==> src/pkg/pmcs_pkg.sv <==
// constants and types for the power mode and clock select block
package pmcs_pkg;
    // special function register addresses
    localparam logic [7:0] power_mode_control_addr   = 8'hbe;
    localparam logic [7:0] clock_source_control_addr = 8'hc6;
    localparam logic [7:0] cpu_power_control_addr    = 8'h87;
    // power mode control field positions
    localparam int fast_crystal_ready_bit  = 6;
    localparam int fast_rc_ready_bit       = 5;
    localparam int reset_cause_lsb         = 3;
    localparam int unused_osc_powerdown_bit = 2;
    localparam int mode_lsb                = 0;
    // clock source control and cpu power control field positions
    localparam int slow_clock_select_bit   = 7;
    localparam int main_clock_select_bit   = 6;
    localparam int timer_tick_rate_lsb     = 3;
    localparam int idle_bit                = 0;
    // reset values and codes
    localparam logic [1:0] mode_reset        = 2'h0;
    localparam logic [2:0] tick_rate_reset   = 3'h1;
    localparam logic [2:0] clk_reserved_reset = 3'h1;
    localparam logic [1:0] cause_power_on    = 2'h0;
    localparam logic [1:0] cause_external    = 2'h1;
    localparam logic [1:0] cause_watchdog    = 2'h2;
    localparam logic       sel_crystal       = 1'b0;
    localparam logic       sel_rc            = 1'b1;
    // tick divider width: code 111 divides 32 MHz by 128
    localparam int tick_div_width = 7;
    // power modes, one-hot
    typedef enum logic [3:0] {
        active_state      = 4'h1,
        light_sleep_state = 4'h2,
        standby_state     = 4'h4,
        deep_sleep_state  = 4'h8
    } power_state_t;
endpackage

==> src/logic/ready_sync.sv <==
// two-flop synchroniser for the oscillator ready levels
`timescale 1ns/100ps
module ready_sync #(
    parameter int width = 2
) (
    input  wire logic             ref_clk,
    input  wire logic             resetn,
    input  wire logic [width-1:0] async_in,
    output logic      [width-1:0] sync_out
);
    logic [width-1:0] meta_q;
    logic [width-1:0] sync_q;

    // first stage feeds only the second stage
    always_ff @(posedge ref_clk or negedge resetn)
    begin
        if (!resetn)
        begin
            meta_q <= '0;
            sync_q <= '0;
        end
        else
        begin
            meta_q <= async_in;
            sync_q <= meta_q;
        end
    end

    assign sync_out = sync_q;
endmodule

==> src/logic/power_mode_clock_select.sv <==
// power mode selection, oscillator control, clock switching and tick prescaler
`timescale 1ns/100ps
module power_mode_clock_select (
    input  wire logic       ref_clk,
    input  wire logic       resetn,
    input  wire logic [1:0] reset_cause,
    input  wire logic [7:0] sfr_addr,
    input  wire logic [7:0] sfr_wdata,
    input  wire logic       sfr_wr,
    input  wire logic       sfr_rd,
    input  wire logic       fast_crystal_stable,
    input  wire logic       fast_rc_stable,
    input  wire logic       calibration_busy,
    input  wire logic       wake_event,
    output logic      [7:0] sfr_rdata,
    output logic            fast_crystal_osc_on,
    output logic            fast_rc_osc_on,
    output logic            main_clock_is_rc,
    output logic            slow_clock_is_rc,
    output logic            timer_tick,
    output logic      [3:0] power_state
);
    // ------------------------------------------------------------
    // register state
    // ------------------------------------------------------------
    logic [1:0] mode_q, mode_d;
    logic       pd_q, pd_d;
    logic       pd_pending_q, pd_pending_d;
    logic [1:0] cause_q, cause_d;
    logic       cause_taken_q, cause_taken_d;
    logic       slow_sel_q, slow_sel_d;
    logic       main_sel_q, main_sel_d;
    logic [2:0] tick_rate_q, tick_rate_d;
    logic [2:0] reserved_q, reserved_d;
    logic       active_src_q, active_src_d;
    logic [7:0] rdata_q, rdata_d;
    logic       xtal_on_q, xtal_on_d;
    logic       rc_on_q, rc_on_d;
    logic       tick_q, tick_d;
    logic [pmcs_pkg::tick_div_width-1:0] div_q, div_d;
    pmcs_pkg::power_state_t state_q, state_d;
    logic [1:0] ready_lvl;
    logic       xtal_rdy;
    logic       rc_rdy;
    logic       wr_pm;
    logic       wr_clk;
    logic       wr_idle;

    // ready levels into the clock domain
    ready_sync #(.width(2)) ready_sync_inst (
        .ref_clk  (ref_clk),
        .resetn   (resetn),
        .async_in ({fast_crystal_stable, fast_rc_stable}),
        .sync_out (ready_lvl)
    );
    assign xtal_rdy = ready_lvl[1];
    assign rc_rdy   = ready_lvl[0];

    assign wr_pm   = sfr_wr && (sfr_addr == pmcs_pkg::power_mode_control_addr);
    assign wr_clk  = sfr_wr && (sfr_addr == pmcs_pkg::clock_source_control_addr);
    assign wr_idle = sfr_wr && (sfr_addr == pmcs_pkg::cpu_power_control_addr)
                     && sfr_wdata[pmcs_pkg::idle_bit];

    // decode a one-hot power state from the mode field
    function automatic pmcs_pkg::power_state_t mode_to_state(input logic [1:0] m);
        case (m)
            2'h0:    mode_to_state = pmcs_pkg::active_state;
            2'h1:    mode_to_state = pmcs_pkg::light_sleep_state;
            2'h2:    mode_to_state = pmcs_pkg::standby_state;
            default: mode_to_state = pmcs_pkg::deep_sleep_state;
        endcase
    endfunction

    // ------------------------------------------------------------
    // next-state logic
    // ------------------------------------------------------------
    always_comb
    begin
        mode_d        = mode_q;
        pd_d          = pd_q;
        pd_pending_d  = pd_pending_q;
        cause_d       = cause_q;
        cause_taken_d = 1'b1;
        slow_sel_d    = slow_sel_q;
        main_sel_d    = main_sel_q;
        tick_rate_d   = tick_rate_q;
        reserved_d    = reserved_q;
        active_src_d  = active_src_q;
        state_d       = state_q;
        // capture the cause once after reset release
        if (!cause_taken_q)
        begin
            cause_d = reset_cause;
        end
        // power mode control writes; read-only and unused bits ignored
        if (wr_pm)
        begin
            mode_d = sfr_wdata[pmcs_pkg::mode_lsb +: 2];
            if (sfr_wdata[pmcs_pkg::unused_osc_powerdown_bit] && calibration_busy)
            begin
                pd_pending_d = 1'b1;
            end
            else
            begin
                pd_d         = sfr_wdata[pmcs_pkg::unused_osc_powerdown_bit];
                pd_pending_d = 1'b0;
            end
        end
        else if (pd_pending_q && !calibration_busy)
        begin
            pd_d         = 1'b1;
            pd_pending_d = 1'b0;
        end
        // clock control writes
        if (wr_clk)
        begin
            slow_sel_d  = sfr_wdata[pmcs_pkg::slow_clock_select_bit];
            main_sel_d  = sfr_wdata[pmcs_pkg::main_clock_select_bit];
            tick_rate_d = sfr_wdata[pmcs_pkg::timer_tick_rate_lsb +: 3];
            reserved_d  = sfr_wdata[2:0];
        end
        // a change of main select drops the power-down setting
        if (main_sel_d != main_sel_q)
        begin
            pd_d         = 1'b0;
            pd_pending_d = 1'b0;
        end
        // in active state switch the system clock only onto a stable oscillator; a wake selects rc at once
        if (state_q == pmcs_pkg::active_state)
        begin
            if (main_sel_q == pmcs_pkg::sel_crystal && xtal_rdy)
                active_src_d = pmcs_pkg::sel_crystal;
            else if (main_sel_q == pmcs_pkg::sel_rc && rc_rdy)
                active_src_d = pmcs_pkg::sel_rc;
        end
        // power state machine
        case (state_q)
            pmcs_pkg::active_state:
            begin
                if (wr_idle)
                    state_d = mode_to_state(mode_q);
            end
            pmcs_pkg::light_sleep_state,
            pmcs_pkg::standby_state,
            pmcs_pkg::deep_sleep_state:
            begin
                if (wake_event)
                begin
                    state_d      = pmcs_pkg::active_state;
                    mode_d       = pmcs_pkg::mode_reset;
                    active_src_d = pmcs_pkg::sel_rc;
                end
            end
            default: state_d = pmcs_pkg::active_state;
        endcase
    end

    // oscillator power, read data and tick prescaler
    always_comb
    begin
        // in active state both on unless power-down set; selected one, and rc while in use, requested on; both off when asleep
        xtal_on_d  = (state_q == pmcs_pkg::active_state)
                     && (!pd_d || main_sel_d == pmcs_pkg::sel_crystal);
        rc_on_d    = (state_q == pmcs_pkg::active_state)
                     && (!pd_d || main_sel_d == pmcs_pkg::sel_rc
                         || active_src_d == pmcs_pkg::sel_rc);
        rdata_d = 8'h00;
        if (sfr_rd)
        begin
            case (sfr_addr)
                pmcs_pkg::power_mode_control_addr:
                    rdata_d = {1'b0, xtal_rdy, rc_rdy, cause_q, pd_q, mode_q};
                pmcs_pkg::clock_source_control_addr:
                    rdata_d = {slow_sel_q, main_sel_q, tick_rate_q, reserved_q};
                default:
                    rdata_d = 8'h00; // idle bit reads 0
            endcase
        end
        // tick divider: period 2^code cycles of the 32 MHz reference
        div_d  = div_q + 1'b1;
        tick_d = 1'b0;
        if ((div_q & ((7'h1 << tick_rate_q) - 7'h1)) == 7'h0)
            tick_d = (state_q == pmcs_pkg::active_state);
    end

    // ------------------------------------------------------------
    // registers
    // ------------------------------------------------------------
    always_ff @(posedge ref_clk or negedge resetn)
    begin
        if (!resetn)
        begin
            mode_q        <= pmcs_pkg::mode_reset;
            pd_q          <= 1'b0;
            pd_pending_q  <= 1'b0;
            cause_q       <= pmcs_pkg::cause_power_on;
            cause_taken_q <= 1'b0;
            slow_sel_q    <= pmcs_pkg::sel_rc;
            main_sel_q    <= pmcs_pkg::sel_rc;
            tick_rate_q   <= pmcs_pkg::tick_rate_reset;
            reserved_q    <= pmcs_pkg::clk_reserved_reset;
            active_src_q  <= pmcs_pkg::sel_rc;
            state_q       <= pmcs_pkg::active_state;
            rdata_q       <= 8'h00;
            xtal_on_q     <= 1'b1;
            rc_on_q       <= 1'b1;
            tick_q        <= 1'b0;
            div_q         <= '0;
        end
        else
        begin
            mode_q        <= mode_d;
            pd_q          <= pd_d;
            pd_pending_q  <= pd_pending_d;
            cause_q       <= cause_d;
            cause_taken_q <= cause_taken_d;
            slow_sel_q    <= slow_sel_d;
            main_sel_q    <= main_sel_d;
            tick_rate_q   <= tick_rate_d;
            reserved_q    <= reserved_d;
            active_src_q  <= active_src_d;
            state_q       <= state_d;
            rdata_q       <= rdata_d;
            xtal_on_q     <= xtal_on_d;
            rc_on_q       <= rc_on_d;
            tick_q        <= tick_d;
            div_q         <= div_d;
        end
    end

    assign sfr_rdata           = rdata_q;
    assign fast_crystal_osc_on = xtal_on_q;
    assign fast_rc_osc_on      = rc_on_q;
    assign main_clock_is_rc    = active_src_q;
    assign slow_clock_is_rc    = slow_sel_q;
    assign timer_tick          = tick_q;
    assign power_state         = state_q;
endmodule

==> config.mk <==
export PLATFORM = sky130hd
export DESIGN_NAME = power_mode_clock_select
export DESIGN_NICKNAME = d
export VERILOG_FILES = /design/src/pkg/pmcs_pkg.sv /design/src/logic/ready_sync.sv /design/src/logic/power_mode_clock_select.sv
export SDC_FILE = /design/constraint.sdc
export NUM_CORES = 1
export LEC_CHECK = 0
export ABC_AREA = 1
export BUFFER_PORTS_ARGS = -buffer_cell sky130_fd_sc_hd__buf_2
export CAP_MARGIN = 10
export CORE_MARGIN = 2
export CORE_UTILIZATION = 40
export DETAILED_ROUTE_END_ITERATION = 7
export PLACE_DENSITY = 0.76
export SLEW_MARGIN = 20
export SYNTH_ARGS = -nofsm -noshare
export SYNTH_HDL_FRONTEND = slang
export SYNTH_HIERARCHICAL = 1
export SYNTH_SLANG_ARGS = --single-unit
==> constraint.sdc <==
create_clock -name ref_clk -period 1.5 [get_ports ref_clk]
set_clock_uncertainty 0.1 [all_clocks]
set_input_delay 0.3 -clock ref_clk [delete_from_list [all_inputs] [get_ports ref_clk]]
set_output_delay 0.3 -clock ref_clk [all_outputs]
set_load 0.02 [all_outputs]
==> flow_summary.html <==
<table>
<tr><th>Metric</th><th>Value</th></tr>
<tr><th colspan="2">Setup path</th></tr>
<tr><td>Endpoint required time on the critical path</td><td>1.58 ns</td></tr>
<tr><td>Crit path max fanout</td><td>4</td></tr>
<tr><td>Endpoint type of the worst setup path</td><td>flip-flop</td></tr>
<tr><td>Slowest stage cell on the critical path</td><td>sky130_fd_sc_hd__dfrtp_1</td></tr>
<tr><td>Critical path data arrival time</td><td>1.58 ns</td></tr>
<tr><td>Largest delay share family, worst path</td><td>simple AND/OR/NAND/NOR gates</td></tr>
<tr><td>Cells traversed along the worst timing path</td><td>nor3_2 &gt; inv_1 &gt; ha_4 &gt; buf_6 &gt; nand4_1 &gt; nand3_1 &gt; nand3_1 &gt; nor2_1</td></tr>
<tr><td>Buf+Inv Stages, Crit Path</td><td>2</td></tr>
<tr><td>Largest stage delay on the critical path</td><td>0.41 ns</td></tr>
<tr><td>Kind of critical path</td><td>flip-flop to flip-flop</td></tr>
<tr><td>Critical path startpoint category</td><td>flip-flop</td></tr>
<tr><td>Most frequent CP cell</td><td>sky130_fd_sc_hd__nand3_1</td></tr>
<tr><th colspan="2">Clock tree</th></tr>
<tr><td>H-tree lvl count</td><td>2</td></tr>
<tr><td>Total CTS buffers</td><td>5</td></tr>
<tr><td>TritonCTS sink count</td><td>42</td></tr>
<tr><td>CTS tree</td><td>done</td></tr>
<tr><td>Root buffer cell</td><td>sky130_fd_sc_hd__clkbuf_8</td></tr>
<tr><td>Later-pin clock latency in the skew report</td><td>0.29 ns</td></tr>
<tr><td>Clock-pin slew on the worst setup and hold paths</td><td>0.07 ns</td></tr>
<tr><td>Maximum root-to-sink buffer count</td><td>2</td></tr>
<tr><th colspan="2">Global routing</th></tr>
<tr><td>Global-route wire length before repair</td><td>6980 um</td></tr>
<tr><td>Combined global-route utilization of all metal layers</td><td>17.0%</td></tr>
<tr><td>Pin count of the biggest net entering global routing</td><td>43</td></tr>
<tr><td>Global-route congestion overflow total</td><td>0</td></tr>
<tr><td>Number of antenna violations at the first check in global routing</td><td>0</td></tr>
<tr><td>Vias in the first global route</td><td>1,573</td></tr>
<tr><th colspan="2">Pwr</th></tr>
<tr><td>Max VDD drop</td><td>0.524 mV</td></tr>
<tr><td>Switching power</td><td>0.994 mW</td></tr>
<tr><td>Combinational group share of total power</td><td>28.4%</td></tr>
<tr><td>Post-route total power</td><td>3.14 mW</td></tr>
<tr><td>Sequential Power Share</td><td>44.3%</td></tr>
<tr><td>Static leakage</td><td>1.22 nW</td></tr>
<tr><td>Portion of total power attributed to the clock network</td><td>27.3%</td></tr>
<tr><td>Switch share</td><td>31.7%</td></tr>
<tr><td>Cell internal power dissipation</td><td>2.14 mW</td></tr>
<tr><td>PD cells</td><td>1280 mW/mm^2</td></tr>
<tr><th colspan="2">Placed design</th></tr>
<tr><td>Dpl hpwl</td><td>3060 um</td></tr>
<tr><td>Placed cell area</td><td>0.00226 mm^2</td></tr>
<tr><td>Gp weighted congestion</td><td>0.850</td></tr>
<tr><td>Number of port buffers</td><td>42</td></tr>
<tr><th colspan="2">Floorplanning</th></tr>
<tr><td>Area of the placeable core</td><td>0.00466 mm^2</td></tr>
<tr><td>Die Footprint</td><td>0.00534 mm^2</td></tr>
<tr><td>Die Wd</td><td>73.0 um</td></tr>
<tr><td>Die Span Y</td><td>73.0 um</td></tr>
<tr><td>Row cnt</td><td>25</td></tr>
<tr><td>Ports placed on the boundary</td><td>43</td></tr>
<tr><td>Initial standard-cell utilization of the core</td><td>40.9%</td></tr>
<tr><th colspan="2">Finish</th></tr>
<tr><td>Ratio of cells with drive above 1 in the final layout</td><td>33.5%</td></tr>
<tr><td>Layout Cell Area excl Fill</td><td>0.00245 mm^2</td></tr>
<tr><td>Total number of nets in the final design</td><td>299</td></tr>
<tr><td>Post-Route Utilization</td><td>52.5%</td></tr>
<tr><td>Area growth from synthesis to layout</td><td>28.3%</td></tr>
<tr><td>Antenna cell count</td><td>0</td></tr>
<tr><th colspan="2">Logic synthesis</th></tr>
<tr><td>Count of warnings emitted by yosys</td><td>6</td></tr>
<tr><td>Syn nets</td><td>240</td></tr>
<tr><td>Mean instance size in the synthesized netlist</td><td>8.99 um^2</td></tr>
<tr><td>Synth Register Bits</td><td>42</td></tr>
<tr><td>Most instantiated flip-flop cell in the synthesis netlist</td><td>sky130_fd_sc_hd__dfrtp_1</td></tr>
<tr><td>Share of async-settable or async-resettable flops after synthesis</td><td>100%</td></tr>
<tr><td>Distinct cells, synth</td><td>30</td></tr>
<tr><td>Post-synthesis cell count</td><td>212</td></tr>
<tr><td>Number of enable flip-flop cells after synthesis</td><td>0</td></tr>
<tr><td>Sequential-to-total area share from yosys stat</td><td>55.6%</td></tr>
<tr><td>Synthesized cell area</td><td>0.00191 mm^2</td></tr>
<tr><th colspan="2">Job</th></tr>
<tr><td>Max capacitance violation total</td><td>0</td></tr>
<tr><th colspan="2">Route</th></tr>
<tr><td>Drt drc</td><td>0</td></tr>
<tr><td>Initial DRC count</td><td>102</td></tr>
<tr><td>Wire length per cell</td><td>12.7 um</td></tr>
<tr><td>Overall via count from detail_route</td><td>1,608</td></tr>
<tr><td>Drt first pass iters</td><td>4</td></tr>
<tr><td>Ratio of routed vias to standard cells</td><td>4.93</td></tr>
<tr><td>Total wire length</td><td>4140 um</td></tr>
<tr><td>Count of antenna-violating nets left after detailed routing</td><td>0</td></tr>
<tr><th colspan="2">STA</th></tr>
<tr><td>Final count of hold timing violations</td><td>0</td></tr>
<tr><td>RSZ-0062 raised after global routing</td><td>yes</td></tr>
<tr><td>Pins Over Slew Limit</td><td>0</td></tr>
<tr><td>Hold WS</td><td>0.0123 ns</td></tr>
<tr><td>Fin crit share</td><td>99.9%</td></tr>
<tr><td>Period minus WS final</td><td>1.50 ns</td></tr>
<tr><td>Maximum operating frequency</td><td>0.667 GHz</td></tr>
<tr><td>Final setup viols</td><td>0</td></tr>
<tr><td>Total Neg Setup Slack</td><td>0 ns</td></tr>
<tr><th colspan="2">Outcome</th></tr>
<tr><td>Status</td><td>finished, final reports clean</td></tr>
<tr><th colspan="2">Min path</th></tr>
<tr><td>Class of the most critical hold timing path</td><td>input port to flip-flop</td></tr>
</table>
-- cells in the mapped netlist (all sizes together) (2+ instances only) --
cell type	number	area, um^2
a21oi	10	50.1
buf	2	12.5
dfrtp	34	851
dfstp	8	210
ha	2	25.0
inv	31	116
mux2	2	22.5
nand2	45	171
nand3	16	90.1
nand4	5	31.3
nor2	17	81.3
nor3	4	20.0
o21ai	18	97.6
o22ai	6	37.5
xor2	4	35.0
-- cells in the final DEF (no fill, tap or decap), types with 6 or more instances in the layout --
cell / count
sky130_fd_sc_hd__buf_2: 42
sky130_fd_sc_hd__inv_1: 28
sky130_fd_sc_hd__nand3_1: 14
sky130_fd_sc_hd__dfrtp_1: 34
sky130_fd_sc_hd__nor2_2: 8
sky130_fd_sc_hd__o22ai_1: 6
sky130_fd_sc_hd__dfstp_2: 8
sky130_fd_sc_hd__a21oi_1: 10
sky130_fd_sc_hd__nand2_1: 42
sky130_fd_sc_hd__o21ai_0: 11
sky130_fd_sc_hd__buf_4: 8
sky130_fd_sc_hd__nor2_1: 9
-- cell families after synthesis --
family	share of synthesized area, %
xor gates and xnor gates	2.30
DFF	55.6
muxes	1.18
buffers and inverters	6.96
and+or+nand+nor	21.0
adders and majority gates	1.31
AOI/OAI and AO/OA	11.4
other	0.197
-- final timing paths --
kind / from / to / slack (ns) / cells past startpoint
worst max-delay path: tick_rate_q[1] / timer_tick / 0.0008 / 8
worst min register to register: ready_sync_inst/meta_q[1] / ready_sync_inst/sync_out[1] / 0.25 / 0
min in group asynchronous: resetn / tick_rate_q[2] / 0.40 / 3
worst min-delay path: fast_crystal_stable / ready_sync_inst/meta_q[1] / 0.01 / 1
worst max register to register: tick_rate_q[1] / timer_tick / 0.0008 / 8
max in group asynchronous: resetn / slow_clock_is_rc / 0.63 / 3
-- flip-flops by register name, indices dropped and copies added, names as in the netlist --
name / flops
sfr_rdata: 8
div_q: 7
power_state: 4
reserved_q: 3
tick_rate_q: 3
cause_q: 2
mode_q: 2
ready_sync_inst/meta_q: 2
ready_sync_inst/sync_out: 2
cause_taken_q: 1
fast_crystal_osc_on: 1
fast_rc_osc_on: 1
main_clock_is_rc: 1
main_sel_q: 1
pd_pending_q: 1
pd_q: 1
slow_clock_is_rc: 1
timer_tick: 1
-- worst register-to-register path, delay by kind of cell (launching register included) --
kind / cells / cell delay (ns)
buf+inv: 2 / 0.21
simple gates: 5 / 0.47
fa+ha+maj: 1 / 0.19
flops: 1 / 0.41
-- per-layer routing --
layer	share of wire (%)	track usage (%)
met4	2.2	6.58
met3	4.9	4.70
met2	48	25.9
met1	45	22.9
met5	0	0
-- power by group through the flow --
stage | Combinational [mW] | Sequential, mW | Clock [mW]
after floorplan | 0.400 | 1.49 | 0
after global placement | 0.765 | 1.40 | 0
after detailed placement | 0.788 | 1.41 | 0
after CTS | 0.831 | 1.39 | 0.874
after global routing | 0.989 | 1.41 | 0.910
final | 0.891 | 1.39 | 0.856
-- cell type report --
class                   instances  area (um^2)
repair buffers                 54          332
inverters                      32          123
multi-input cells             136          757
fillers                       431         2210
clock buffers                   7         76.3
flip-flops and latches         42         1060
well taps                      54         67.6
clock inverters                 1         30.0
-- per-stage QoR --
| step | instances | worst slack (ns) |
|---|---|---|
| 6_report | 326 | 0.000815 |
| 5_1_grt | 326 | -0.115 |
| 4_1_cts | 324 | -0.0736 |
| 3_5_place_dp | 314 | -0.104 |
| 3_3_place_gp | 314 | -0.0200 |
| 2_1_floorplan | 212 | 0.00655 |
-- timing repair --
item                                    in CTS  in global routing
hold buffers                                 1                  0
endpoints found under the setup margin       2                  5
gates resized for setup                      2                 10
endpoints found under the hold margin       34                  0
gates cloned                                 0                  0
pin swaps                                    4                 10
buffers inserted                             1                  2
No activity file was read; power rests on OpenSTA's default activity.
